--- src/inc/ppfac_pkg.sv ---
// Package for the synthesizer powerdown and fast-acquire control block.
// Assumes one 40 MHz clock; serial pins and pump status arrive asynchronously.
package ppfac_pkg;
   // Serial word: 20 data bits above two select bits
   localparam int WORD_W = 22;
   localparam int DATA_W = 20;
   localparam int SEL_W = 2;
   localparam int NUM_LATCH = 4;
   localparam int NUM_LOOP = 2;
   // Field positions inside the shifted word
   localparam int BIT_PD = 21;
   localparam int BIT_CUR = 18;
   localparam int BIT_TRI = 19;
   localparam int BIT_LDS = 20;
   localparam int BIT_OFS = 21;
   // Latch select codes
   localparam logic [1:0] SEL_TWO_R = 2'h0;
   localparam logic [1:0] SEL_ONE_R = 2'h1;
   localparam logic [1:0] SEL_TWO_N = 2'h2;
   localparam logic [1:0] SEL_ONE_N = 2'h3;
   // Bus register byte offsets
   localparam int ADDR_W = 8;
   localparam logic [7:0] OFS_LOAD = 8'h00;
   localparam logic [7:0] OFS_STATUS = 8'h04;
   localparam logic [7:0] OFS_LAT_TWO_R = 8'h08;
   localparam logic [7:0] OFS_LAT_ONE_R = 8'h0c;
   localparam logic [7:0] OFS_LAT_TWO_N = 8'h10;
   localparam logic [7:0] OFS_LAT_ONE_N = 8'h14;
   // Status field positions
   localparam int ST_LOOP_LSB = 0;
   localparam int ST_OSC = 4;
   localparam int ST_FAST_LSB = 5;
   localparam int ST_PULL = 7;
   // Reset values
   localparam logic [DATA_W-1:0] LATCH_RST = 20'h00000;
   localparam logic [WORD_W-1:0] SHIFT_RST = 22'h000000;
   localparam logic [31:0] RDATA_RST = 32'h00000000;
   // Loop power state
   typedef enum logic [1:0] {
      LS_ACTIVE = 2'b00,
      LS_SYNC_WAIT = 2'b01,
      LS_DOWN = 2'b10
   } ppfac_loop_state_t;
endpackage

--- src/hdl/ppfac_loop.sv ---
// Power state and fast-acquire release control for one synthesizer loop.
// Assumes load events and pump status are already on the system clock.
`timescale 1ns/10ps
`default_nettype none
module ppfac_loop (
   input wire logic clk, // System clock
   input wire logic rst, // Async reset, active high
   input wire logic load_evt, // This loop's divider word latched
   input wire logic pd_new, // Powerdown bit of that word
   input wire logic tri_bit, // Latched pump tristate bit
   input wire logic fast_req, // Fast acquire wanted
   input wire logic pump_idle, // Pump output high-impedance now
   output ppfac_pkg::ppfac_loop_state_t state, // Power state
   output logic powered_down, // Loop bias off
   output logic fast_active // Fast acquire in force
);
   import ppfac_pkg::*;
   typedef struct packed {
      ppfac_loop_state_t st;
      logic fast;
   } ppfac_loop_st_t;
   ppfac_loop_st_t s, n;

   // Next state
   always_comb begin
      n = s;
      if (load_evt && !pd_new) begin
         n.st = LS_ACTIVE;
      end else if (load_evt && s.st == LS_ACTIVE) begin
         n.st = tri_bit ? LS_DOWN : LS_SYNC_WAIT;
      end else begin
         case (s.st)
            LS_ACTIVE: n.st = LS_ACTIVE;
            LS_SYNC_WAIT: n.st = pump_idle ? LS_DOWN : LS_SYNC_WAIT;
            LS_DOWN: n.st = LS_DOWN;
            default: n.st = LS_ACTIVE;
         endcase
      end
      // leave fast acquire only while pump idle
      if (fast_req) begin
         n.fast = 1'b1;
      end else if (pump_idle) begin
         n.fast = 1'b0;
      end
   end

   // State register
   always_ff @(posedge clk or posedge rst) begin
      if (rst) begin
         s <= '{st: LS_ACTIVE, fast: 1'b0};
      end else begin
         s <= n;
      end
   end

   assign state = s.st;
   assign powered_down = (s.st == LS_DOWN);
   assign fast_active = s.fast;
endmodule
`default_nettype wire

--- src/hdl/ppfac_sync.sv ---
// Two-flop level synchronizer for a group of asynchronous inputs.
// Assumes inputs are slow levels; no multi-bit coherence is implied.
`timescale 1ns/10ps
`default_nettype none
module ppfac_sync #(
   parameter int W = 1
) (
   input wire logic clk, // System clock
   input wire logic rst, // Async reset, active high
   input wire logic [W-1:0] d, // Asynchronous inputs
   output logic [W-1:0] q // Synchronized outputs
);
   typedef struct packed {
      logic [W-1:0] q1;
      logic [W-1:0] q2;
   } ppfac_sync_st_t;
   ppfac_sync_st_t s, n;

   // Next state: first stage feeds only the second
   always_comb begin
      n = s;
      n.q1 = d;
      n.q2 = s.q1;
   end

   // State register
   always_ff @(posedge clk or posedge rst) begin
      if (rst) begin
         s <= '0;
      end else begin
         s <= n;
      end
   end

   assign q = s.q2;
endmodule
`default_nettype wire

--- src/hdl/ppfac_top.sv ---
// Powerdown and fast-acquire controller of a dual-loop synthesizer.
// Assumes serial pins and pump status are asynchronous; bus is AHB-Lite.
// Operation
// - Synchronous powerdown waits until the loop's pump output is high-impedance.
// - Asynchronous powerdown takes effect right at the latch event.
// - A powered-down loop holds its reference and main dividers in load.
// - A powered-down loop debiases its prescaler input to high impedance.
// - Reference oscillator runs unless both loops' powerdown bits are set.
// - Serial shifting and latching keep working in every powerdown mode.
// - Latching a cleared powerdown bit wakes the loop at once.
// - Tristate and powerdown bits pick active, pump off, sync or async down.
// - Fast acquire raises pump current four times, one to four milliamps.
// - Fast acquire pulls the multifunction pin low through open drain.
// - Return to normal current happens in step with the pump output.
// - Fast acquire needs lock selects 0, output selects 1, current bit high.
// - Bits shift in MSB first; load edge fills one of four latches.
// - Tristate bit at powerdown time chooses synchronous or asynchronous mode.
//
// Decided for this implementation: the AHB-Lite register port and the register offsets.
`timescale 1ns/10ps
`default_nettype none
module ppfac_top (
   input wire logic clk, // 40 MHz system clock
   input wire logic rst, // Async reset, active high
   // Serial programming pins
   input wire logic ser_clk, // Serial shift clock pin
   input wire logic ser_data, // Serial data pin
   input wire logic load_enable, // Load enable pin
   // Analog loop status, index 0 loop_one, 1 loop_two
   input wire logic [ppfac_pkg::NUM_LOOP-1:0] pump_idle, // Pump output high-impedance
   // Analog loop controls
   output logic [ppfac_pkg::NUM_LOOP-1:0] loop_bias_en, // Loop powered
   output logic [ppfac_pkg::NUM_LOOP-1:0] divider_load, // Hold dividers in load
   output logic [ppfac_pkg::NUM_LOOP-1:0] prescaler_hiz, // Debias prescaler input
   output logic [ppfac_pkg::NUM_LOOP-1:0] pump_tristate, // Force pump high-impedance
   output logic [ppfac_pkg::NUM_LOOP-1:0] pump_x4, // Pump at four times current
   output logic osc_enable, // Reference oscillator on
   output logic multifunction_output_o, // Open-drain level, always low
   output logic multifunction_output_oe, // Pull-down active
   output logic [ppfac_pkg::DATA_W-1:0] ref_word_one, // loop_one reference latch
   output logic [ppfac_pkg::DATA_W-1:0] ref_word_two, // loop_two reference latch
   output logic [ppfac_pkg::DATA_W-1:0] div_word_one, // loop_one divider latch
   output logic [ppfac_pkg::DATA_W-1:0] div_word_two, // loop_two divider latch
   // AHB-Lite slave
   input wire logic hsel, // Slave select
   input wire logic [31:0] haddr, // Address
   input wire logic [1:0] htrans, // Transfer type
   input wire logic hwrite, // Write strobe
   input wire logic [2:0] hsize, // Transfer size, word only
   input wire logic [31:0] hwdata, // Write data
   input wire logic hready, // Bus ready in
   output logic hreadyout, // Ready out, no wait states
   output logic hresp, // Always OKAY
   output logic [31:0] hrdata // Read data
);
   import ppfac_pkg::*;

   typedef struct packed {
      logic [WORD_W-1:0] shift;
      logic sclk_d;
      logic load_d;
      logic [NUM_LATCH-1:0][DATA_W-1:0] latch;
      logic wr_pend;
      logic [ADDR_W-1:0] addr;
      logic [31:0] rdata;
   } ppfac_top_st_t;
   ppfac_top_st_t s, n;

   logic [4:0] sync_q;
   logic sclk_rise;
   logic load_rise;
   logic bus_load;
   logic load_evt;
   logic [WORD_W-1:0] load_word;
   logic fast_mode;
   logic addr_phase;
   logic [31:0] status;
   logic [31:0] rd_val;
   logic [NUM_LOOP-1:0] pd_bit;
   logic [NUM_LOOP-1:0] tri_bit;
   logic [NUM_LOOP-1:0] cur_bit;
   logic [NUM_LOOP-1:0] lds_bit;
   logic [NUM_LOOP-1:0] ofs_bit;
   logic [NUM_LOOP-1:0] loop_down;
   logic [NUM_LOOP-1:0] fast_act;
   logic [NUM_LOOP-1:0] loop_load;
   ppfac_loop_state_t [NUM_LOOP-1:0] loop_st;

   // Pins and pump status into the clock domain
   ppfac_sync #(.W(5)) u_sync (
      .clk(clk),
      .rst(rst),
      .d({pump_idle, load_enable, ser_data, ser_clk}),
      .q(sync_q)
   );

   // Edge detection on synchronized serial pins
   assign sclk_rise = sync_q[0] & ~s.sclk_d;
   assign load_rise = sync_q[2] & ~s.load_d;

   // A bus write to the load register acts as a load edge
   assign bus_load = s.wr_pend && (s.addr == OFS_LOAD);
   assign load_evt = load_rise | bus_load;
   assign load_word = load_rise ? s.shift : hwdata[WORD_W-1:0];

   // Bus address phase accepted
   assign addr_phase = hsel & hready & htrans[1];

   // Per-loop fields; loop 0 is loop_one, latch index is the select code
   genvar gi;
   generate
      for (gi = 0; gi < NUM_LOOP; gi++) begin : g_loop
         localparam int RI = (gi == 0) ? int'(SEL_ONE_R) : int'(SEL_TWO_R);
         localparam int NI = (gi == 0) ? int'(SEL_ONE_N) : int'(SEL_TWO_N);
         assign pd_bit[gi] = s.latch[NI][BIT_PD-SEL_W];
         assign tri_bit[gi] = s.latch[RI][BIT_TRI-SEL_W];
         assign cur_bit[gi] = s.latch[RI][BIT_CUR-SEL_W];
         assign lds_bit[gi] = s.latch[RI][BIT_LDS-SEL_W];
         assign ofs_bit[gi] = s.latch[RI][BIT_OFS-SEL_W];
         // divider word with powerdown bit drives this loop
         assign loop_load[gi] = load_evt && (load_word[SEL_W-1:0] == NI[SEL_W-1:0]);

         ppfac_loop u_loop (
            .clk(clk),
            .rst(rst),
            .load_evt(loop_load[gi]),
            .pd_new(load_word[BIT_PD]),
            .tri_bit(tri_bit[gi]),
            .fast_req(fast_mode & cur_bit[gi]),
            .pump_idle(sync_q[3+gi]),
            .state(loop_st[gi]),
            .powered_down(loop_down[gi]),
            .fast_active(fast_act[gi])
         );

         // dividers held in load while down
         assign divider_load[gi] = loop_down[gi];
         assign prescaler_hiz[gi] = loop_down[gi];
         assign loop_bias_en[gi] = ~loop_down[gi];
         // tristate bit or powerdown floats the pump
         assign pump_tristate[gi] = tri_bit[gi] | loop_down[gi];
         // four times current while fast acquire holds
         assign pump_x4[gi] = fast_mode ? (fast_act[gi] & ~loop_down[gi]) : cur_bit[gi];
      end
   endgenerate

   // fast acquire selected by both loops' mode bits
   assign fast_mode = (lds_bit == 2'h0) && (ofs_bit == 2'h3);

   assign multifunction_output_o = 1'b0;
   assign multifunction_output_oe = fast_mode & |(fast_act & ~loop_down);

   // oscillator off only with both powerdown bits set
   assign osc_enable = ~&pd_bit;

   // Status word of loop states and fast acquire
   always_comb begin
      status = 32'h00000000;
      status[ST_LOOP_LSB +: 2] = loop_st[0];
      status[ST_LOOP_LSB+2 +: 2] = loop_st[1];
      status[ST_OSC] = osc_enable;
      status[ST_FAST_LSB +: NUM_LOOP] = fast_act;
      status[ST_PULL] = multifunction_output_oe;
   end

   // Read mux, evaluated in the address phase
   always_comb begin
      rd_val = 32'h00000000;
      case (haddr[ADDR_W-1:0])
         OFS_STATUS: rd_val = status;
         OFS_LAT_TWO_R: rd_val[DATA_W-1:0] = s.latch[SEL_TWO_R];
         OFS_LAT_ONE_R: rd_val[DATA_W-1:0] = s.latch[SEL_ONE_R];
         OFS_LAT_TWO_N: rd_val[DATA_W-1:0] = s.latch[SEL_TWO_N];
         OFS_LAT_ONE_N: rd_val[DATA_W-1:0] = s.latch[SEL_ONE_N];
         default: rd_val = 32'h00000000;
      endcase
      if (|haddr[31:ADDR_W]) begin
         rd_val = 32'h00000000;
      end
   end

   // Next state of shift register, latches and bus slave
   always_comb begin
      n = s;
      n.sclk_d = sync_q[0];
      n.load_d = sync_q[2];
      // MSB first on serial clock rise
      if (sclk_rise) begin
         n.shift = {s.shift[WORD_W-2:0], sync_q[1]};
      end
      // load edge picks latch by last two bits
      if (load_evt) begin
         n.latch[load_word[SEL_W-1:0]] = load_word[WORD_W-1:SEL_W];
      end
      n.wr_pend = 1'b0;
      if (addr_phase) begin
         n.wr_pend = hwrite;
         n.addr = (|haddr[31:ADDR_W]) ? 8'hff : haddr[ADDR_W-1:0];
         n.rdata = hwrite ? s.rdata : rd_val;
      end
   end

   // State register
   always_ff @(posedge clk or posedge rst) begin
      if (rst) begin
         s <= '{shift: SHIFT_RST, sclk_d: 1'b0, load_d: 1'b0,
                latch: {NUM_LATCH{LATCH_RST}}, wr_pend: 1'b0, addr: 8'h00,
                rdata: RDATA_RST};
      end else begin
         s <= n;
      end
   end

   // Bus answers and latch outputs
   assign hreadyout = 1'b1;
   assign hresp = 1'b0;
   assign hrdata = s.rdata;
   assign ref_word_one = s.latch[SEL_ONE_R];
   assign ref_word_two = s.latch[SEL_TWO_R];
   assign div_word_one = s.latch[SEL_ONE_N];
   assign div_word_two = s.latch[SEL_TWO_N];
endmodule
`default_nettype wire

--- config.mk ---
export PLATFORM = sky130hd
export DESIGN_NAME = ppfac_top
export DESIGN_NICKNAME = d
export VERILOG_FILES = /design/src/inc/ppfac_pkg.sv /design/src/hdl/ppfac_loop.sv /design/src/hdl/ppfac_sync.sv /design/src/hdl/ppfac_top.sv
export SDC_FILE = /design/constraint.sdc
export NUM_CORES = 1
export LEC_CHECK = 0
export BUFFER_PORTS_ARGS = -buffer_cell sky130_fd_sc_hd__buf_4
export CORE_MARGIN = 2
export CORE_UTILIZATION = 40
export DETAILED_ROUTE_END_ITERATION = 7
export PLACE_DENSITY = 0.7
export SYNTH_ARGS = -nofsm -noshare
export SYNTH_HDL_FRONTEND = slang
export SYNTH_HIERARCHICAL = 1
export SYNTH_SLANG_ARGS = --single-unit
--- constraint.sdc ---
create_clock -name clk -period 4.25 [get_ports clk]
set_clock_uncertainty 0.2 [all_clocks]
set_input_delay 0.2125 -clock clk [delete_from_list [all_inputs] [get_ports clk]]
set_output_delay 0.2125 -clock clk [all_outputs]
set_load 0.02 [all_outputs]
### After elaboration in Yosys (flattened, before gate mapping)

Index checks and enable logic that the tools add are counted.
Widths: inputs -> output; s select.

* memory bits (read-only): 0
* memories kept: 0
* flip-flop bits (word level): 161
* word-level logic and storage cells: 95
* latch bits: 0
* input port bits: 79
* memory bits (writable): 0
* output and inout port bits: 127

* eq/ne operators: 12
* multiplexer cells: 25
* div/mod/pow operators: 0
* reductions and logical operators: 21
* multiply operators: 0
* shift operators: 0
* $lt $le $gt $ge: 2
* bitwise gates (word level): 19
* $add $sub $neg: 0

Operators by type and width (count)
* $pmux 20 s5: 1
* $bwmux 80: 1
* $mux 41: 1
* $demux 20 s2: 1
* $mux 20: 2
* $mux 32: 1
* $reduce_or 24->1: 1
* $mux 22: 1
* $eq 8x4->1 const B: 2
* $eq 8x5->1 const B: 2
* $mux 2: 8
* $eq 2x2->1 const B: 5
* $and 1x1->1: 9
* $logic_and 1x1->1: 9
* $eq 8x3->1 const B: 1
* $logic_not 8->1: 1
* $mux 8: 1
* $pmux 2 s2: 2
* $logic_not 2->1: 3
* $mux 1: 6
* $not 1->1: 5
* $eq 2x1->1 const B: 2
* $reduce_and 2->1: 2
* $reduce_bool 2->1: 2
* other kinds (7): 10

### Depth between registers and ports, before layout

* depth in word-level cells: 9
* gate-level depth with buffers: 7
* depth with buffers taken out: 6

### Cells and area by module

Netlist, hierarchy kept.

By module, submodules not included
* ppfac_top: sequential area each 3328.2 um2, times used 1, area each 7140.6 um2, cells each 651
* ppfac_loop: sequential area each 75.1 um2, times used 2, area each 210.2 um2, cells each 20
* ppfac_sync: sequential area each 250.2 um2, times used 1, area each 254.0 um2, cells each 11

### Least setup slack after synthesis

Ideal clock, no wire load.

* path kind: register to register
* start point: register s[36] (netlist bit)
* end point: register s (netlist bit div_word_two[0])
* cell stages (with the launch flop): 6
* clock period less this slack: 2.008 ns
* path buffers: 1
* data arrival time: 1.683 ns
* data required time: 3.925 ns
* setup time: 0.125 ns
* path slack: 2.242 ns
* cell sequence: dfrtp_1 > nor4_4 > nand4_4 > o32ai_4 > buf_6 > mux2_2

* longest elaborated chain between the ends: 3

Ends and longest elaborated chain
* start: declaration: line ppfac_top.sv:67 `ppfac_top_st_t s, n;`
* start signal: assignment: line ppfac_top.sv:206 `s <= '{shift: SHIFT_RST, sclk_d: 1'b0, load_d: 1'b0,`
* start signal: assignment: line ppfac_top.sv:210 `s <= n;`
* $logic_not 8->1: line ppfac_top.sv:102 `assign bus_load = s.wr_pend && (s.addr == OFS_LOAD);`
* $logic_and 1x1->1: line ppfac_top.sv:102
* $or 1x1->1: line ppfac_top.sv:103 `assign load_evt = load_rise | bus_load;`

No other way between the ends.
A chain may end at the register's enable or synchronous reset.

### Worst setup path in the final report

* start point: input port haddr[1]
* end point: register s (netlist bit hrdata[12])

* longest elaborated chain between the ends: 3
* elaborated cells on any way between the ends: 7
* classes of those cells: 5 x eq/ne; 2 x mux

Ends and longest elaborated chain
* start: declaration: line ppfac_top.sv:46 `input wire logic [31:0] haddr,`
* $eq 8x5->1 (tied with other cells): line ppfac_top.sv:169 `case (haddr[ADDR_W-1:0])`
* $pmux 20 s5 *: line ppfac_top.sv:169
* $mux 20 *: line ppfac_top.sv:177 `if (|haddr[31:ADDR_W]) begin`

Mark *: on every way between the ends. The rest lies on a longest branch, timed or not.

==> out/qor.yml <==
setup_path:
  cp_max_fo: 20
  arrival_ns: 2.81
  critPathLaunch: "haddr[1]"
  criticalPathCategory: "primary input to flop"
  r2r-start: "s[32]$_DFFE_PP0P_"
  cp_slowest_cell: "nand4_1"
  end_kind: "flop"
  max_stage_delay_ns: 0.75
  path_cells: "dlygate4sd3_1 > buf_4 > or4_1 > nor2_1 > nand4_1 > o21ai_0"
  crit_path_start_kind: "primary input"
  required_ns: 4.37
final_layout:
  areaGrowthSynthToFinish_pct: 18.19
  diodes: 0
  nets: 869
  final_cell_area_um2: 9236
  final_layout_size_suffix_gt1_frac: 0.3489
grt:
  grt_use_met1: 0.2432
  use_met2: 0.2922
  grt_overflow: 0
  groute.usage.overall: 0.1837
  grt_pass1_vias: 5008
  grt.busiest_layer: "met2"
  grt_pass1_wl_mm: 28.21
  grt_max_degree: 78
  grt_util_met3: 0.05065
  antenna_found_initial: 0
timing:
  hold_viol: 0
  setup_violations: 0
  slew_headroom: 0.1953
  grt_setup_unrepaired: "false"
  tightest_slew_ns: 1.205
  period_needed_ns: 2.700
  period_share: 0.6353
  fin_setup_tns_ns: 0
  drv_slew: 0
  timing.fmax_mhz: 370.4
  whs_ns: 0.01242
clocking:
  postCtsSetupRepairBufs: 0
  cts_buffer_depth: 2
  cts.clk_slew.worst_paths_ns: 0.06
  tritoncts: "done"
  cts_root_buf: "clkbuf_16"
  clk-insertion-delay-late_ns: 0.42
  h-tree-depth: 4
  numCtsBuffers: 17
  cts_sinks: 149
routing:
  viasPerCell: 4.877
  antenna_left: 0
  drcViolationCount: 0
  dr.pass1.iters: 4
  drt_iter0_drc: 269
  routedWlPerCell_um: 17.75
  vias: 5165
  totalWireLength_mm: 18.80
logic_synthesis:
  syn_avg_cell_area_um2: 11.13
  synth_area_um2: 7815
  async_flop_share: 1.000
  yosys_warnings: 6
  yosysTopAreaCell: "dfrtp_1"
  ys_ff_latch: 149
  synth_top_area_frac: 0.4771
  synth.distinct_cells: 47
  synth_seq_area_share: 0.4771
  synthCells: 702
  synthTopCellsByArea: "dfrtp_1 48%, buf_4 12%, mux2_1 9.9%"
  synth_edf_count: 0
  synth_top_flop_cell: "dfrtp_1"
floorplanning:
  num_rows: 51
  pin_count: 206
  die_area_um2: 20670
  initial_core_util: 0.4042
  die_w_um: 143.8
  fp.dieH_um: 143.8
  core_area_um2: 19330
placement:
  portBuffers: 176
  placed_area_um2: 8558
  hpwl_mm: 13.47
  place_congestion: 0.7739
power:
  p_per_area_nw_per_um2: 591.2
  power.leakage_nw: 4.380
  design_power_total_mw: 5.461
  irDropWorstVdd_v: 0.0003157
min_path:
  min_from: "hwdata[2]"
  min_path_type: "primary input to flop"
run_status:
  status: "finished, final reports clean"
flow_run:
  maxCapViolations: 0
## final timing paths
| kind | end | slack [ns] | cells after the start |
|---|---|---|---|
| worst max-delay path | hrdata[12]$_DFFE_PP0P_ | 1.55 | 6 |
| worst min-delay path | ref_word_one[0]$_DFFE_PP0P_ | 0.01 | 4 |
| worst max register to register | ref_word_one[11]$_DFFE_PP0P_ | 1.56 | 5 |
| worst min register to register | u_sync/q[1]$_DFF_PP0_ | 0.15 | 0 |
| max in group asynchronous | div_word_two[16]$_DFFE_PP0P_ | 2.70 | 4 |
| min in group asynchronous | g_loop[1].u_loop/state[1]$_DFF_PP0_ | 0.06 | 3 |
## power breakdown
part	internal (mW)	switching [mW]
Sequential	1.84	0.376
Clock	0.775	0.550
Combinational	0.907	1.01
Total	3.52	1.94
## layer usage
| layer | share of wire | vias to the layer above | wire length (um) |
|---|---|---|---|
| met1 | 0.45 | 2579 | 8549 |
| li1 | - | 2418 | - |
| met2 | 0.47 | 142 | 8877 |
| met5 | 0 | - | 0 |
| met4 | 0.020 | 0 | 375 |
| met3 | 0.053 | 26 | 995 |
## layout by cell type, fill, tap and decap left out, types with 17 or more instances in the layout
master / instances
a21oi_1: 21
buf_4: 183
clkbuf_16: 17
dfrtp_1: 149
dlygate4sd3_1: 17
inv_1: 22
mux2_1: 69
mux2_2: 50
mux2i_1: 21
nand2_1: 85
nor2_1: 31
## registers in the layout, indices dropped and copies added (netlist names)
name and count:
ref_word_one 20, g_loop.u_loop/fast_active 2, g_loop.u_loop/state 4, u_sync/n 5
u_sync/q 5, div_word_two 20, hrdata 20, div_word_one 20
ref_word_two 20, s 33
## final cells by class
cell class	count	area, um^2
clock buffer	23	478.0
clock inverter	6	30.03
fill	1770	10100
inverter	23	88.84
multi-input combinational	392	3015
sequential	149	3729
tap	265	331.6
timing repair buffer	201	1564
## through the flow
| step | worst slack [ns] | instances | util |
|---|---|---|---|
| floorplan | 0.2831 | 715 | - |
| global placement | 1.585 | 1013 | 0.4426 |
| detailed placement | 1.545 | 1013 | 0.4426 |
| CTS | 1.528 | 1059 | 0.4777 |
| global route | 1.327 | 1059 | 0.4777 |
| finish | 1.550 | 1059 | 0.4777 |
## synth_stat cells (5+ instances only)
| cell | number |
|---|---|
| clkbuf_1 | 20 |
| mux2_1 | 69 |
| nor2b_1 | 5 |
| a22oi_1 | 7 |
| mux2i_1 | 21 |
| nand2_1 | 85 |
| dfrtp_1 | 149 |
| o21ai_1 | 14 |
| nor2_1 | 31 |
| a21oi_1 | 21 |
| buf_2 | 6 |
| o21ai_0 | 8 |
| buf_4 | 121 |
| ha_1 | 6 |
| inv_1 | 23 |
| nand2b_1 | 6 |
| mux2_2 | 50 |
| o22a_1 | 7 |
## what timing repair did
action,CTS,global route
hold buffers,17,0
setup endpoints to repair,0,0
resized for setup,0,0
endpoints found under the hold margin,95,0
## cells by family (layout without fill, tap and decap cells)
logic type,Yosys count,after routing,synth area share
AND/OR/NAND/NOR,153,153,0.09494
AO/OA/AOI/OAI,78,78,0.07253
other,2,15,0.0009610
multiplexers,140,140,0.1984
buffers and inverters,174,253,0.1465
flip-flops,149,149,0.4771
adder cells (fa/ha/maj),6,6,0.009606
## worst max-delay path, delay by kind of cell
kind | cells | cell delay [ns]
buf+inv | 2 | 0.68
simple gates | 3 | 1.50
compound gates | 1 | 0.40
Note: power is estimated with default switching activity, not from simulation.
